$ cat config.mk
export PLATFORM = sky130hd
export DESIGN_NAME = csbp_serial_port
export DESIGN_NICKNAME = d
export VERILOG_FILES = /design/src/design/csbp_pkg.sv /design/src/design/csbp_pin_sync.sv /design/src/design/csbp_serial_port.sv
export SDC_FILE = /design/constraint.sdc
export NUM_CORES = 1
export LEC_CHECK = 0
export BUFFER_PORTS_ARGS = -buffer_cell sky130_fd_sc_hd__buf_2
export CORE_MARGIN = 2
export CORE_UTILIZATION = 64
export CTS_CLUSTER_SIZE = 40
export DETAILED_ROUTE_END_ITERATION = 8
export PLACE_DENSITY = 0.85
export SYNTH_ARGS = -nofsm -noshare
export SYNTH_HDL_FRONTEND = slang
export SYNTH_SLANG_ARGS = --single-unit
export TNS_END_PERCENT = 5
$ cat constraint.sdc
create_clock -name clk_sys_i -period 7 [get_ports clk_sys_i]
set_clock_uncertainty 0.2 [all_clocks]
set_input_delay 1.4 -clock clk_sys_i [delete_from_list [all_inputs] [get_ports clk_sys_i]]
set_output_delay 1.4 -clock clk_sys_i [all_outputs]
set_load 0.02 [all_outputs]
$ cat src/design/csbp_pkg.sv
//------------------------------------------------------------------------------
// Shared constants and types of the clocked serial byte port.
//------------------------------------------------------------------------------
package csbp_pkg;

   // -------------------------------------------------------------------------
   // Bus and word widths.
   // -------------------------------------------------------------------------
   localparam int CSBP_DATA_W = 8;
   localparam int CSBP_ADDR_W = 3;
   localparam int CSBP_DIV_W = 8;

   // -------------------------------------------------------------------------
   // Register offsets on the plain register port.
   // -------------------------------------------------------------------------
   localparam logic [CSBP_ADDR_W-1:0] CSBP_OFS_MODE = 3'h0;
   localparam logic [CSBP_ADDR_W-1:0] CSBP_OFS_STATUS = 3'h1;
   localparam logic [CSBP_ADDR_W-1:0] CSBP_OFS_DIVISOR = 3'h2;
   localparam logic [CSBP_ADDR_W-1:0] CSBP_OFS_SHIFT = 3'h3;
   localparam logic [CSBP_ADDR_W-1:0] CSBP_OFS_FLAG = 3'h4;

   // -------------------------------------------------------------------------
   // Field positions of serial_mode_reg, serial_status_reg and the flag word.
   // -------------------------------------------------------------------------
   localparam int CSBP_MODE_IFACE_EN = 7;
   localparam int CSBP_MODE_AUTO_EN = 6;
   localparam int CSBP_MODE_REPEAT = 5;
   localparam int CSBP_MODE_MASTER = 4;
   localparam int CSBP_MODE_TX_EN = 3;
   localparam int CSBP_MODE_RX_EN = 2;
   localparam int CSBP_MODE_BIT_ORDER = 1;
   localparam int CSBP_STAT_BUSY = 0;
   localparam int CSBP_STAT_BASE_CLK = 6;
   localparam int CSBP_FLAG_DONE = 0;

   // -------------------------------------------------------------------------
   // Reset values and counts.
   // -------------------------------------------------------------------------
   localparam logic [CSBP_DATA_W-1:0] CSBP_RST_BYTE = 8'h00;
   localparam logic [CSBP_DIV_W-1:0] CSBP_RST_DIV = 8'h00;
   localparam logic [2:0] CSBP_LAST_BIT = 3'h7;
   localparam logic [2:0] CSBP_FIRST_BIT = 3'h0;
   localparam logic [2:0] CSBP_BIT_STEP = 3'h1;

   // -------------------------------------------------------------------------
   // Types.
   // -------------------------------------------------------------------------
   typedef struct packed {
      logic [CSBP_ADDR_W-1:0] addr;
      logic [CSBP_DATA_W-1:0] wdata;
      logic wr;
      logic rd;
   } csbp_req_s;

   typedef enum logic [1:0] {
      CSBP_IDLE = 2'b01,
      CSBP_XFER = 2'b10
   } csbp_state_e;

endpackage

$ cat src/design/csbp_pin_sync.sv
`timescale 1ns/1ps
`default_nettype none
// Three-stage pin synchroniser; a change counts once stages two and three agree.
module csbp_pin_sync (
   input wire logic clk_sys_i,
   input wire logic reset_i,
   input wire logic pin_i,
   output logic level_o,
   output logic rise_o,
   output logic fall_o
);

   logic s1;
   logic s2;
   logic s3;
   logic agree;

   // -------------------------------------------------------------------------
   // Synchroniser chain; the first stage feeds only the second.
   // -------------------------------------------------------------------------
   always_ff @(posedge clk_sys_i) begin
      if (reset_i) begin
         s1 <= 1'b1;
         s2 <= 1'b1;
         s3 <= 1'b1;
         level_o <= 1'b1;
      end else begin
         s1 <= pin_i;
         s2 <= s1;
         s3 <= s2;
         if (agree) begin
            level_o <= s3;
         end
      end
   end

   // Edge pulses last one cycle, in the cycle before the level follows.
   assign agree = (s2 == s3);
   assign rise_o = agree & s3 & ~level_o;
   assign fall_o = agree & ~s3 & level_o;

endmodule // csbp_pin_sync
`default_nettype wire

$ cat src/design/csbp_serial_port.sv
// The address map and the address-and-strobe port are this design's own decisions.
`timescale 1ns/1ps
`default_nettype none
//------------------------------------------------------------------------------
// Clocked serial byte port, single-byte mode, master or slave.
//------------------------------------------------------------------------------
// Function
// - Auto bit chooses buffered, not single-byte
// - Three lines: clock, data out, data in
// - Repeat bit ignored in single-byte mode
// - Status shows only busy and base clock
// - Slave takes clock from external line
// - Shift write starts only when enabled, idle
// - Write before enable never starts transfer
// - Output on falling, capture on rising edge
// - Transmit and receive happen simultaneously
// - After eight bits stop clock, set flag
// - Shift write drives serial output low
// - Eight bits; order bit picks MSB/LSB first
// - Order reversal on bus path both ways
// - Disabled receive or transmit frees its line
// - Auto mode buffers bytes with strobe/busy (not built here; auto writes start nothing)
// - Buffer writes may be stalled by waits (not built here)
// - Disabled: output low, clock high, cleared
module csbp_serial_port
   import csbp_pkg::*;
(
   input wire logic clk_sys_i,
   input wire logic reset_i,
   input wire csbp_req_s bus_i,
   output logic [CSBP_DATA_W-1:0] rdata_o,
   input wire logic ser_clk_line_i,
   output logic ser_clk_line_o,
   output logic ser_clk_line_oe_o,
   output logic ser_out_line_o,
   output logic ser_out_line_oe_o,
   input wire logic ser_in_line_i,
   output logic xfer_done_irq_o,
   output logic xfer_done_flag_o
);

   // -------------------------------------------------------------------------
   // Software-visible state.
   // -------------------------------------------------------------------------
   logic [CSBP_DATA_W-1:0] serial_mode_reg;
   logic base_clock_select;
   logic [CSBP_DIV_W-1:0] clock_divisor_reg;
   logic [CSBP_DATA_W-1:0] shift_reg;
   logic xfer_done_flag;

   // -------------------------------------------------------------------------
   // Transfer engine state.
   // -------------------------------------------------------------------------
   csbp_state_e state;
   logic [2:0] bit_cnt;
   logic [CSBP_DIV_W+1:0] half_cnt;
   logic clk_level;
   logic ser_out;
   logic done_pulse;

   // Named decode and control wires.
   logic iface_enable, auto_xfer_enable, master_select, tx_enable, rx_enable, bit_order_select, xfer_busy;
   logic engine_clear, wr_mode, wr_status, wr_divisor, wr_shift, wr_flag, start_xfer;
   logic [CSBP_DATA_W-1:0] wdata_rev, shift_rev, shift_load, shift_view, next_rdata;
   logic [CSBP_DIV_W+1:0] half_period;
   logic half_tick, fall_master, rise_master, pin_clk_level, pin_clk_rise, pin_clk_fall, pin_in_level;
   logic shift_fall, shift_rise, in_bit, last_bit;

   // -------------------------------------------------------------------------
   // Pin synchronisers for the clock and data input lines.
   // -------------------------------------------------------------------------
   csbp_pin_sync u_clk_sync (
      .clk_sys_i(clk_sys_i),
      .reset_i(reset_i),
      .pin_i(ser_clk_line_i),
      .level_o(pin_clk_level),
      .rise_o(pin_clk_rise),
      .fall_o(pin_clk_fall)
   );

   csbp_pin_sync u_in_sync (
      .clk_sys_i(clk_sys_i),
      .reset_i(reset_i),
      .pin_i(ser_in_line_i),
      .level_o(pin_in_level),
      .rise_o(),
      .fall_o()
   );

   // -------------------------------------------------------------------------
   // Mode field decode. The repeat bit is stored but steers nothing here.
   // -------------------------------------------------------------------------
   assign iface_enable = serial_mode_reg[CSBP_MODE_IFACE_EN];
   assign auto_xfer_enable = serial_mode_reg[CSBP_MODE_AUTO_EN];
   assign master_select = serial_mode_reg[CSBP_MODE_MASTER];
   assign tx_enable = serial_mode_reg[CSBP_MODE_TX_EN];
   assign rx_enable = serial_mode_reg[CSBP_MODE_RX_EN];
   assign bit_order_select = serial_mode_reg[CSBP_MODE_BIT_ORDER];
   assign xfer_busy = (state == CSBP_XFER);

   // Clearing the enable holds the engine in reset, like a soft reset.
   assign engine_clear = reset_i | ~iface_enable;

   // Register port strobes.
   assign wr_mode = bus_i.wr & (bus_i.addr == CSBP_OFS_MODE);
   assign wr_status = bus_i.wr & (bus_i.addr == CSBP_OFS_STATUS);
   assign wr_divisor = bus_i.wr & (bus_i.addr == CSBP_OFS_DIVISOR);
   assign wr_shift = bus_i.wr & (bus_i.addr == CSBP_OFS_SHIFT);
   assign wr_flag = bus_i.wr & (bus_i.addr == CSBP_OFS_FLAG);

   // Auto mode has no byte engine in this block, so its writes start nothing.
   // A write made while disabled is dropped, so a later enable cannot start it.
   assign start_xfer = wr_shift & iface_enable & ~auto_xfer_enable & ~xfer_busy;

   // -------------------------------------------------------------------------
   // Bit-order reversal on the bus side; the shifter always moves MSB out.
   // -------------------------------------------------------------------------
   for (genvar i = 0; i < CSBP_DATA_W; i++) begin : g_rev
      assign wdata_rev[i] = bus_i.wdata[CSBP_DATA_W-1-i];
      assign shift_rev[i] = shift_reg[CSBP_DATA_W-1-i];
   end

   assign shift_load = bit_order_select ? wdata_rev : bus_i.wdata;
   assign shift_view = bit_order_select ? shift_rev : shift_reg;

   // -------------------------------------------------------------------------
   // Master clock divider: half period is (divisor + 1) base-clock steps,
   // doubled when the slower base clock is picked.
   // -------------------------------------------------------------------------
   assign half_period = ({2'b00, clock_divisor_reg} + {{(CSBP_DIV_W+1){1'b0}}, 1'b1}) << base_clock_select;
   assign half_tick = xfer_busy & master_select & (half_cnt == half_period - 1'b1);
   assign fall_master = half_tick & clk_level;
   assign rise_master = half_tick & ~clk_level;

   // Slave edges come from the synchronised line; divisor is not used then.
   assign shift_fall = master_select ? fall_master : (xfer_busy & pin_clk_fall);
   assign shift_rise = master_select ? rise_master : (xfer_busy & pin_clk_rise);
   assign in_bit = rx_enable & pin_in_level;
   assign last_bit = shift_rise & (bit_cnt == CSBP_LAST_BIT);

   // -------------------------------------------------------------------------
   // Configuration registers; only a full reset clears them.
   // -------------------------------------------------------------------------
   always_ff @(posedge clk_sys_i) begin
      if (reset_i) begin
         serial_mode_reg <= CSBP_RST_BYTE;
         base_clock_select <= 1'b0;
         clock_divisor_reg <= CSBP_RST_DIV;
      end else begin
         if (wr_mode) begin
            serial_mode_reg <= bus_i.wdata;
         end
         if (wr_status) begin
            base_clock_select <= bus_i.wdata[CSBP_STAT_BASE_CLK];
         end
         if (wr_divisor) begin
            clock_divisor_reg <= bus_i.wdata;
         end
      end
   end

   // -------------------------------------------------------------------------
   // Transfer state machine and bit counter.
   // -------------------------------------------------------------------------
   always_ff @(posedge clk_sys_i) begin
      if (engine_clear) begin
         state <= CSBP_IDLE;
         bit_cnt <= CSBP_FIRST_BIT;
      end else begin
         case (state)
            CSBP_IDLE: begin
               if (start_xfer) begin
                  state <= CSBP_XFER;
                  bit_cnt <= CSBP_FIRST_BIT;
               end
            end
            CSBP_XFER: begin
               if (last_bit) begin
                  state <= CSBP_IDLE;
               end
               if (shift_rise) begin
                  bit_cnt <= bit_cnt + CSBP_BIT_STEP;
               end
            end
            default: begin
               state <= CSBP_IDLE;
            end
         endcase
      end
   end

   // -------------------------------------------------------------------------
   // Serial clock generator; it idles high and rests high after bit eight.
   // -------------------------------------------------------------------------
   always_ff @(posedge clk_sys_i) begin
      if (engine_clear || start_xfer) begin
         half_cnt <= '0;
         clk_level <= 1'b1;
      end else if (half_tick) begin
         half_cnt <= '0;
         clk_level <= ~clk_level;
      end else if (xfer_busy && master_select) begin
         half_cnt <= half_cnt + 1'b1;
      end
   end

   // -------------------------------------------------------------------------
   // Shifter: present on falling, capture on the following rising edge.
   // Both directions share one shift, so send and receive run together.
   // -------------------------------------------------------------------------
   always_ff @(posedge clk_sys_i) begin
      if (engine_clear) begin
         shift_reg <= CSBP_RST_BYTE;
         ser_out <= 1'b0;
      end else if (start_xfer) begin
         shift_reg <= shift_load;
         ser_out <= 1'b0;
      end else begin
         if (shift_fall) begin
            ser_out <= shift_reg[CSBP_DATA_W-1];
         end
         if (shift_rise) begin
            shift_reg <= {shift_reg[CSBP_DATA_W-2:0], in_bit};
         end
      end
   end

   // -------------------------------------------------------------------------
   // Completion flag: set wins over a clear in the same cycle.
   // -------------------------------------------------------------------------
   always_ff @(posedge clk_sys_i) begin
      if (reset_i) begin
         done_pulse <= 1'b0;
         xfer_done_flag <= 1'b0;
      end else begin
         done_pulse <= last_bit;
         if (last_bit) begin
            xfer_done_flag <= 1'b1;
         end else if (wr_flag && bus_i.wdata[CSBP_FLAG_DONE]) begin
            xfer_done_flag <= 1'b0;
         end
      end
   end

   // -------------------------------------------------------------------------
   // Read mux. Unused status bits and unmapped offsets read zero.
   // -------------------------------------------------------------------------
   always_comb begin
      next_rdata = CSBP_RST_BYTE;
      case (bus_i.addr)
         CSBP_OFS_MODE: next_rdata = serial_mode_reg;
         CSBP_OFS_STATUS: begin
            next_rdata[CSBP_STAT_BUSY] = xfer_busy;
            next_rdata[CSBP_STAT_BASE_CLK] = base_clock_select;
         end
         CSBP_OFS_DIVISOR: next_rdata = clock_divisor_reg;
         CSBP_OFS_SHIFT: next_rdata = shift_view;
         CSBP_OFS_FLAG: next_rdata[CSBP_FLAG_DONE] = xfer_done_flag;
         default: next_rdata = CSBP_RST_BYTE;
      endcase
   end

   always_ff @(posedge clk_sys_i) begin
      if (reset_i) begin
         rdata_o <= CSBP_RST_BYTE;
      end else if (bus_i.rd) begin
         rdata_o <= next_rdata;
      end
   end

   // -------------------------------------------------------------------------
   // Pins. Line enables free a line when its direction is off.
   // -------------------------------------------------------------------------
   assign ser_clk_line_o = clk_level;
   assign ser_clk_line_oe_o = iface_enable & master_select;
   assign ser_out_line_o = ser_out;
   assign ser_out_line_oe_o = iface_enable & tx_enable;
   assign xfer_done_irq_o = done_pulse;
   assign xfer_done_flag_o = xfer_done_flag;
endmodule // csbp_serial_port
`default_nettype wire

==> results.txt, run 1 <==
----------------------------------------------------
[Status]
  Run status ... finished, final reports clean

[Clock tree]
  Maximum number of buffers from clock root to sink ... 2
  CTS Hold Bufs ... 0
  Root buffer selected by CTS ... sky130_fd_sc_hd__clkbuf_8
  Later-pin clock latency in the skew report ... approximately 0.35 ns
  TritonCTS clock tree ... done
  Clock net sink count ... 60
  Clock edge transition at the registers on the reported setup and hold paths ... approximately 0.080 ns
  Post-CTS Setup Repair Bufs ... 0
  Number of buffers created by CTS ... 9
  Post-CTS Resized ... 0
  CTS H-tree lvls ... 3

[Power]
  Internal power summed over all cells ... approximately 0.60 mW
  Total design power ... between 0.7 and 0.8 mW
  Sw frac ... 0.234
  Relative contribution of sequential cells to total power ... 0.450
  Leakage power of the design ... between 1 and 1.5 nW
  Highest ir drop seen on vdd ... 0.191 mV
  Relative contribution of the clock network to total power ... 0.491
  Power per standard cell area ... slightly above 200 nW/um^2
  Share of total power in combinational logic ... 0.059
  Sw power ... 0.183 mW

[Route]
  Detailed-route via count ... 3,216
  ANT nets after route ... 0
  Initial DRT Pass Iterations ... 5
  Post-route DRC ... 0
  Highest routed metal layer ... met4
  Vias per cell ... between 6 and 7
  Routed wl met3 ... 479 um
  Post-detailed-route wirelength per cell ... between 15 and 20 um
  Wire length on met1 ... 3.59 mm
  Total length of routed wires ... roughly 8.7 mm
  Met2 wirelength from detailed routing ... ~4.4 mm
  Initial DRC count ... between 150 and 200

[STA]
  Shortest clock period the worst path allows after layout ... 3.98 ns
  Smallest hold slack ... 0.217 ns
  Number of hold-slack violations in the final timing report ... 0
  Slew headroom ... 0.179
  Number of max-slew violations in the final report ... 0
  Setup TNS ... 0 ns
  Share of the clock period used by the worst path after layout ... 0.568
  Worst Tran Pin Value ... roughly 1.2 ns
  RSZ-0062 raised after global routing ... no
  Max Clock Freq ... about 250 MHz
  Final setup violation count ... 0
  Worst setup margin ... 3.02 ns

[Place]
  Post-detail-place hpwl ... between 5 and 6 mm
  Post-Place Setup Slack ... 3.11 ns
  Final weighted congestion of routability-driven global placement ... ~0.91
  Number of buffers inserted by port buffering ... 30
  Post-placement cell count ... between 400 and 500
  Placed instance area ... about 3700 um^2

[Critical path]
  Worst Path Required ... about 7.1 ns
  Maximum fanout encountered on the critical timing path ... 26
  Setup Crit Path Kind ... reg -> reg
  Crit path DAT ... between 4 and 5 ns
  Type of destination of the critical path ... register
  Worst path slowest cell ... sky130_fd_sc_hd__dfxtp_1
  Cells traversed along the worst timing path ... inv_1 -> a211o_1 -> a21oi_4 -> nand4_2 -> xor2_1 -> o311a_4 -> nor4_4 -> or2_1 -> o311a_1
  Kind of launch point of the worst setup path ... register
  Slowest cell delay on critical path ... 0.85 ns

[GRT]
  Pin count of the biggest net entering global routing ... 35
  First-pass GRT wire length ... around 14 mm
  Antenna violations before repair ... 0
  GRT Resource Usage Total ... 0.300
  Total congestion overflow ... 0
  Vias in the first global route ... 3,063

[Floorplan]
  IO Count ... 31
  Chip width ... roughly 80 um
  Die span in y ... ~80 um
  Starting utilization of the core area ... 0.652
  Die outline area ... 6160 um^2
  Placeable Area ... ~5400 um^2
  Row cnt ... 27

[Synthesis]
  Netlist area before placement ... 3550 um^2
  Synthesis Warnings ... 0
  Gate count of the mapped netlist ... ~420
  Syn nets ... around 440
  Number of storage elements in the synthesis netlist ... 60
  Main synth FF type ... sky130_fd_sc_hd__dfxtp_1
  Share of synthesized registers carrying an async set or reset ... 0
  Number of enable-type register cells in the synthesized netlist ... 0
  Sequential element share of the synthesized area ... 0.339
  Average size of a mapped cell ... 8.47 um^2
  Number of distinct library cells after synthesis ... 64

[Cells and area]
  Nets@finish ... 456
  Area delta synth->final ... 9.70%
  Final non-filler cell area ... slightly below 4000 um^2
  Number of diodes ... 0
  Share of post-route cells with drive strength above 1 ... 0.155
  Number of non-filler instances in the completed layout ... between 500 and 600
  Commonest cells after routing, fill and taps aside ... sky130_fd_sc_hd__dfxtp_1 (60), sky130_fd_sc_hd__nand2_1 (44), sky130_fd_sc_hd__nor2_1 (43), sky130_fd_sc_hd__a21oi_1 (35), sky130_fd_sc_hd__mux2i_1 (32)
  Finished Core Util ... 0.716
  Most flops, register ... half_cnt
  Most common cell after layout, fill and taps aside ... sky130_fd_sc_hd__dfxtp_1
  Largest register FFs ... 10

[Job]
  # Max-Cap Violations ... 0

[Hold path]
  Class of the tightest hold or removal check ... reg -> reg

----------------------------------------------------
final timing paths:
kind,startpoint,end,slack [ns],depth (start not counted)
max,base_clock_select,shift_reg[7],3.02,9
min,u_clk_sync.s1,u_clk_sync.s2,0.22,1
max reg2reg,base_clock_select,shift_reg[7],3.02,9
min reg2reg,u_clk_sync.s1,u_clk_sync.s2,0.22,1
worst max-delay path: cells and delay by family (launching register included):
family	cells	cell delay, ns
compound gates	4	1.13
xor+xnor	1	0.21
buf+inv	1	0.34
flops	1	0.85
simple gates	3	1.20
power groups by stage:
stage / clock (mW) / combinational (mW) / sequential [mW]
after floorplan: 0 / 0.0337 / 0.357
after global placement: 0 / 0.0443 / 0.360
after detailed placement: 0 / 0.0451 / 0.360
after CTS: 0.384 / 0.0457 / 0.352
after global routing: 0.401 / 0.0507 / 0.353
final: 0.385 / 0.0465 / 0.353
synthesized netlist by cell type (3+ instances only):
| master | number | area share |
|---|---|---|
| sky130_fd_sc_hd__a21oi_1 | 35 | 0.049 |
| sky130_fd_sc_hd__a22o_1 | 7 | 0.017 |
| sky130_fd_sc_hd__a31oi_1 | 5 | 0.0088 |
| sky130_fd_sc_hd__and2_1 | 6 | 0.011 |
| sky130_fd_sc_hd__buf_1 | 3 | 0.0032 |
| sky130_fd_sc_hd__buf_2 | 8 | 0.011 |
| sky130_fd_sc_hd__buf_6 | 4 | 0.013 |
| sky130_fd_sc_hd__clkbuf_1 | 12 | 0.013 |
| sky130_fd_sc_hd__dfxtp_1 | 60 | 0.34 |
| sky130_fd_sc_hd__ha_1 | 6 | 0.021 |
| sky130_fd_sc_hd__inv_1 | 10 | 0.011 |
| sky130_fd_sc_hd__mux2i_1 | 32 | 0.090 |
| sky130_fd_sc_hd__nand2_1 | 44 | 0.047 |
| sky130_fd_sc_hd__nand2b_1 | 4 | 0.0071 |
| sky130_fd_sc_hd__nand3_1 | 15 | 0.021 |
| sky130_fd_sc_hd__nand3b_1 | 3 | 0.0063 |
| sky130_fd_sc_hd__nand4_1 | 5 | 0.0088 |
| sky130_fd_sc_hd__nand4b_1 | 3 | 0.0074 |
| sky130_fd_sc_hd__nor2_1 | 43 | 0.045 |
| sky130_fd_sc_hd__nor2b_1 | 8 | 0.014 |
| sky130_fd_sc_hd__nor3_1 | 9 | 0.013 |
| sky130_fd_sc_hd__o211ai_1 | 6 | 0.013 |
| sky130_fd_sc_hd__o21ai_0 | 4 | 0.0056 |
| sky130_fd_sc_hd__o21ai_1 | 3 | 0.0042 |
| sky130_fd_sc_hd__o21bai_1 | 8 | 0.017 |
| sky130_fd_sc_hd__o22ai_1 | 3 | 0.0053 |
| sky130_fd_sc_hd__o311a_1 | 8 | 0.023 |
| sky130_fd_sc_hd__or2_2 | 5 | 0.0088 |
| sky130_fd_sc_hd__xnor2_1 | 9 | 0.022 |
| sky130_fd_sc_hd__xor2_1 | 10 | 0.025 |
kinds of logic (layout without fill, tap and decap cells):
group | count (synthesis) | count (layout) | share of synthesized area
multiplexers | 35 | 35 | 0.104
buffers and inverters | 40 | 59 | 0.0557
adder cells (fa/ha/maj) | 6 | 6 | 0.0212
AO/OA/AOI/OAI | 100 | 100 | 0.205
XOR/XNOR | 19 | 19 | 0.0469
AND/OR/NAND/NOR | 159 | 159 | 0.229
flip-flops | 60 | 60 | 0.339
routing by layer:
metal | up-vias | track usage
met5 | - | 0
met4 | 0 | 0.154
met3 | 33 | 0.0609
met2 | 122 | 0.522
met1 | 1521 | 0.349
li1 | 1540 | -
layout make-up:
type | count | area (um^2)
Timing Repair Buffer | 32 | 165
Fill cell | 426 | 1550
Tap cell | 72 | 90.1
Multi-Input combinational cell | 319 | 2160
Sequential cell | 60 | 1200
Clock buffer | 10 | 128
Inverter | 11 | 41.3
Clock inverter | 6 | 111
Note: power is estimated with default switching activity, not from simulation.
==> run 2: changes to the inputs <==
--- a/config.mk
+++ b/config.mk
@@ -7,10 +7,10 @@
 export LEC_CHECK = 0
 export BUFFER_PORTS_ARGS = -buffer_cell sky130_fd_sc_hd__buf_2
 export CORE_MARGIN = 2
-export CORE_UTILIZATION = 64
+export CORE_UTILIZATION = 54
 export CTS_CLUSTER_SIZE = 40
 export DETAILED_ROUTE_END_ITERATION = 8
-export PLACE_DENSITY = 0.85
+export PLACE_DENSITY = 0.76
 export SYNTH_ARGS = -nofsm -noshare
 export SYNTH_HDL_FRONTEND = slang
 export SYNTH_SLANG_ARGS = --single-unit
==> constraint.sdc (replaced) <==
create_clock -name clk_sys_i -period 3.5 [get_ports clk_sys_i]
set_clock_uncertainty 0.2 [all_clocks]
set_input_delay 0.7 -clock clk_sys_i [delete_from_list [all_inputs] [get_ports clk_sys_i]]
set_output_delay 0.7 -clock clk_sys_i [all_outputs]
set_load 0.02 [all_outputs]
==> results.txt, run 2 (same netlist as run 1, synthesis figures left out) <==
----------------------------------------------------
[Critical path]
  Cells traversed along the worst timing path ... mux2_4 -> o32a_1 -> a21oi_4 -> nand4_2 -> xor2_1 -> o311a_4 -> nor4_4 -> or2_1 -> o311a_1
  Maximum fanout encountered on the critical timing path ... 18 (-31%)
  Crit path DAT ... 3.39 ns (-0.68 ns)
  Worst Path Required ... 3.58 ns (-3.51 ns)
  Worst path slowest cell ... sky130_fd_sc_hd__dfxtp_1
  Type of destination of the critical path ... register
  Setup Crit Path Kind ... reg -> reg
  Slowest cell delay on critical path ... 0.68 ns (-0.17 ns)
  Kind of launch point of the worst setup path ... register

[Clock tree]
  Post-CTS Resized ... 0 (unchanged)
  CTS Hold Bufs ... 0 (unchanged)
  Number of buffers created by CTS ... 9 (unchanged)
  Maximum number of buffers from clock root to sink ... 2 (unchanged)
  Later-pin clock latency in the skew report ... 0.34 ns (about the same)
  TritonCTS clock tree ... done
  Post-CTS Setup Repair Bufs ... 0 (unchanged)
  Root buffer selected by CTS ... sky130_fd_sc_hd__clkbuf_8
  Clock edge transition at the registers on the reported setup and hold paths ... 0.06 ns (-0.02 ns)
  CTS H-tree lvls ... 3 (unchanged)
  Clock net sink count ... 60 (unchanged)

[Route]
  Initial DRT Pass Iterations ... 4 (-1)
  Post-route DRC ... 0 (unchanged)
  Detailed-route via count ... 3,167 (-1.5%)
  ANT nets after route ... 0 (unchanged)
  Post-detailed-route wirelength per cell ... 16.2 um (-5.1%)
  Vias per cell ... 6.07 (-3.8%)
  Total length of routed wires ... 8.48 mm (-2.9%)
  Initial DRC count ... 283 (+43%)

[Cells and area]
  Most common cell after layout, fill and taps aside ... sky130_fd_sc_hd__dfxtp_1
  Area delta synth->final ... 11.1%
  Commonest cells after routing, fill and taps aside ... sky130_fd_sc_hd__dfxtp_1 (60), sky130_fd_sc_hd__nand2_1 (44), sky130_fd_sc_hd__nor2_1 (43), sky130_fd_sc_hd__a21oi_1 (35), sky130_fd_sc_hd__mux2i_1 (32)
  Largest register FFs ... 10 (unchanged)
  Nets@finish ... 464 (+1.8%)
  Number of diodes ... 0 (unchanged)
  Share of post-route cells with drive strength above 1 ... 0.171 (+0.0155)
  Filler cells ... 560 (+31%)
  Most flops, register ... half_cnt

[Floorplan]
  IO Count ... 31 (unchanged)
  Row cnt ... 29 (+7.4%)
  Die span in y ... 85.1 um (+8.4%)
  Chip width ... 85.1 um (+8.4%)
  Die outline area ... 7240 um^2 (+18%)
  Placeable Area ... 6350 um^2 (+17%)
  Starting utilization of the core area ... 0.559 (-0.0936)

[Power]
  Leakage power of the design ... 1.53 nW (+2.5%)
  Total design power ... 1.50 mW (+91%)
  Relative contribution of the clock network to total power ... 0.467 (-0.024)
  Sw frac ... 0.225 (-0.00848)
  Highest ir drop seen on vdd ... 0.372 mV (+95%)
  Relative contribution of sequential cells to total power ... 0.468 (+0.018)
  Internal power summed over all cells ... 1.16 mW (+94%)
  Sw power ... 0.338 mW (+85%)
  Power per standard cell area ... 380 nW/um^2 (+89%)
  Share of total power in combinational logic ... 0.065 (+0.006)

[GRT]
  Vias in the first global route ... 2,962 (-3.3%)
  Total congestion overflow ... 0 (unchanged)
  Met3 track demand over resource in global routing ... 0.0525 (-0.00839)
  Met2 Usage GRT ... 0.388 (-0.135)
  Antenna violations before repair ... 0 (unchanged)
  Met1 Track Usage GR ... 0.342 (-0.00736)
  Layer with the highest usage ... met2
  First-pass GRT wire length ... 14.4 mm (-0.24%)
  Pin count of the biggest net entering global routing ... 35 (unchanged)
  GRT Resource Usage Total ... 0.247 (-0.0531)

[Status]
  Run status ... finished, final reports clean

[STA]
  Number of hold-slack violations in the final timing report ... 0 (unchanged)
  Shortest clock period the worst path allows after layout ... 3.31 ns (-0.669 ns)
  Slew headroom ... 0.382 (+0.203)
  Share of the clock period used by the worst path after layout ... 0.945 (+0.377)
  RSZ-0062 raised after global routing ... no
  Worst Tran Pin Value ... 0.920 ns (-0.309 ns)
  Final setup violation count ... 0 (unchanged)
  Max Clock Freq ... 302 MHz (+20%)
  Number of max-slew violations in the final report ... 0 (unchanged)
  Setup TNS ... 0 ns (unchanged)

[Place]
  Number of buffers inserted by port buffering ... 30 (unchanged)
  Final weighted congestion of routability-driven global placement ... 0.900 (-0.82%)
  Post-detail-place hpwl ... 6.16 mm (+4.1%)

[Hold path]
  Class of the tightest hold or removal check ... reg -> reg

[Job]
  # Max-Cap Violations ... 0 (unchanged)

----------------------------------------------------
==> run 2: worst max-delay path: cells and delay by family, from the launching register on <==
family / cells / cell delay [ns]
flops: 1 / 0.68
compound gates: 4 / 0.98
xor+xnor: 1 / 0.20
simple gates: 3 / 0.83
mux: 1 / 0.35
==> run 2: area by class of cell <==
cell class | instances | area (um^2) | area share
Timing Repair Buffer | 40 | 225 | 0.0571
Inverter | 11 | 41.3 | 0.0105
Clock inverter | 4 | 72.6 | 0.0184
Tap cell | 77 | 96.3 | 0.0244
Sequential cell | 60 | 1200 | 0.305
Clock buffer | 11 | 151 | 0.0384
Multi-Input combinational cell | 319 | 2160 | 0.547
==> run 2: routing by layer <==
metal / wire length, um / vias to the layer above / share of wire
met1: 3750 / 1487 / 0.44
met5: 0 / - / 0
met2: 4070 / 117 / 0.48
met3: 531 / 15 / 0.063
li1: - / 1548 / -
met4: 124 / 0 / 0.015
==> run 2: power groups by stage <==
stage | Sequential, mW | Combinational (mW) | Clock, mW
final | 0.702 | 0.0978 | 0.700
after floorplan | 0.713 | 0.0673 | 0
after detailed placement | 0.717 | 0.0955 | 0
after CTS | 0.702 | 0.0961 | 0.716
after global placement | 0.717 | 0.0942 | 0
after global routing | 0.703 | 0.107 | 0.742
==> run 2: through the flow <==
stage | std cells | setup slack [ns] | util | hold slack, ns | instance area, um^2
after floorplan | 419 | 0.575 | - | 0.189 | 3550
after detailed placement | 507 | 0.224 | 0.586 | 0.201 | 3720
after global routing | 522 | 0.0107 | 0.621 | 0.242 | 3940
final | 522 | 0.192 | 0.621 | 0.215 | 3940
after CTS | 522 | 0.215 | 0.621 | 0.225 | 3940
after global placement | 507 | 0.349 | 0.586 | 0.198 | 3720
==> run 2: final timing paths <==
| path | startpoint | endpoint | slack (ns) | cells after the start |
|---|---|---|---|---|
| worst max-delay path | base_clock_select | shift_reg[1] | 0.19 | 9 |
| worst min-delay path | u_in_sync.s1 | u_in_sync.s2 | 0.22 | 1 |
| worst min register to register | u_in_sync.s1 | u_in_sync.s2 | 0.22 | 1 |
| worst max register to register | base_clock_select | shift_reg[1] | 0.19 | 9 |
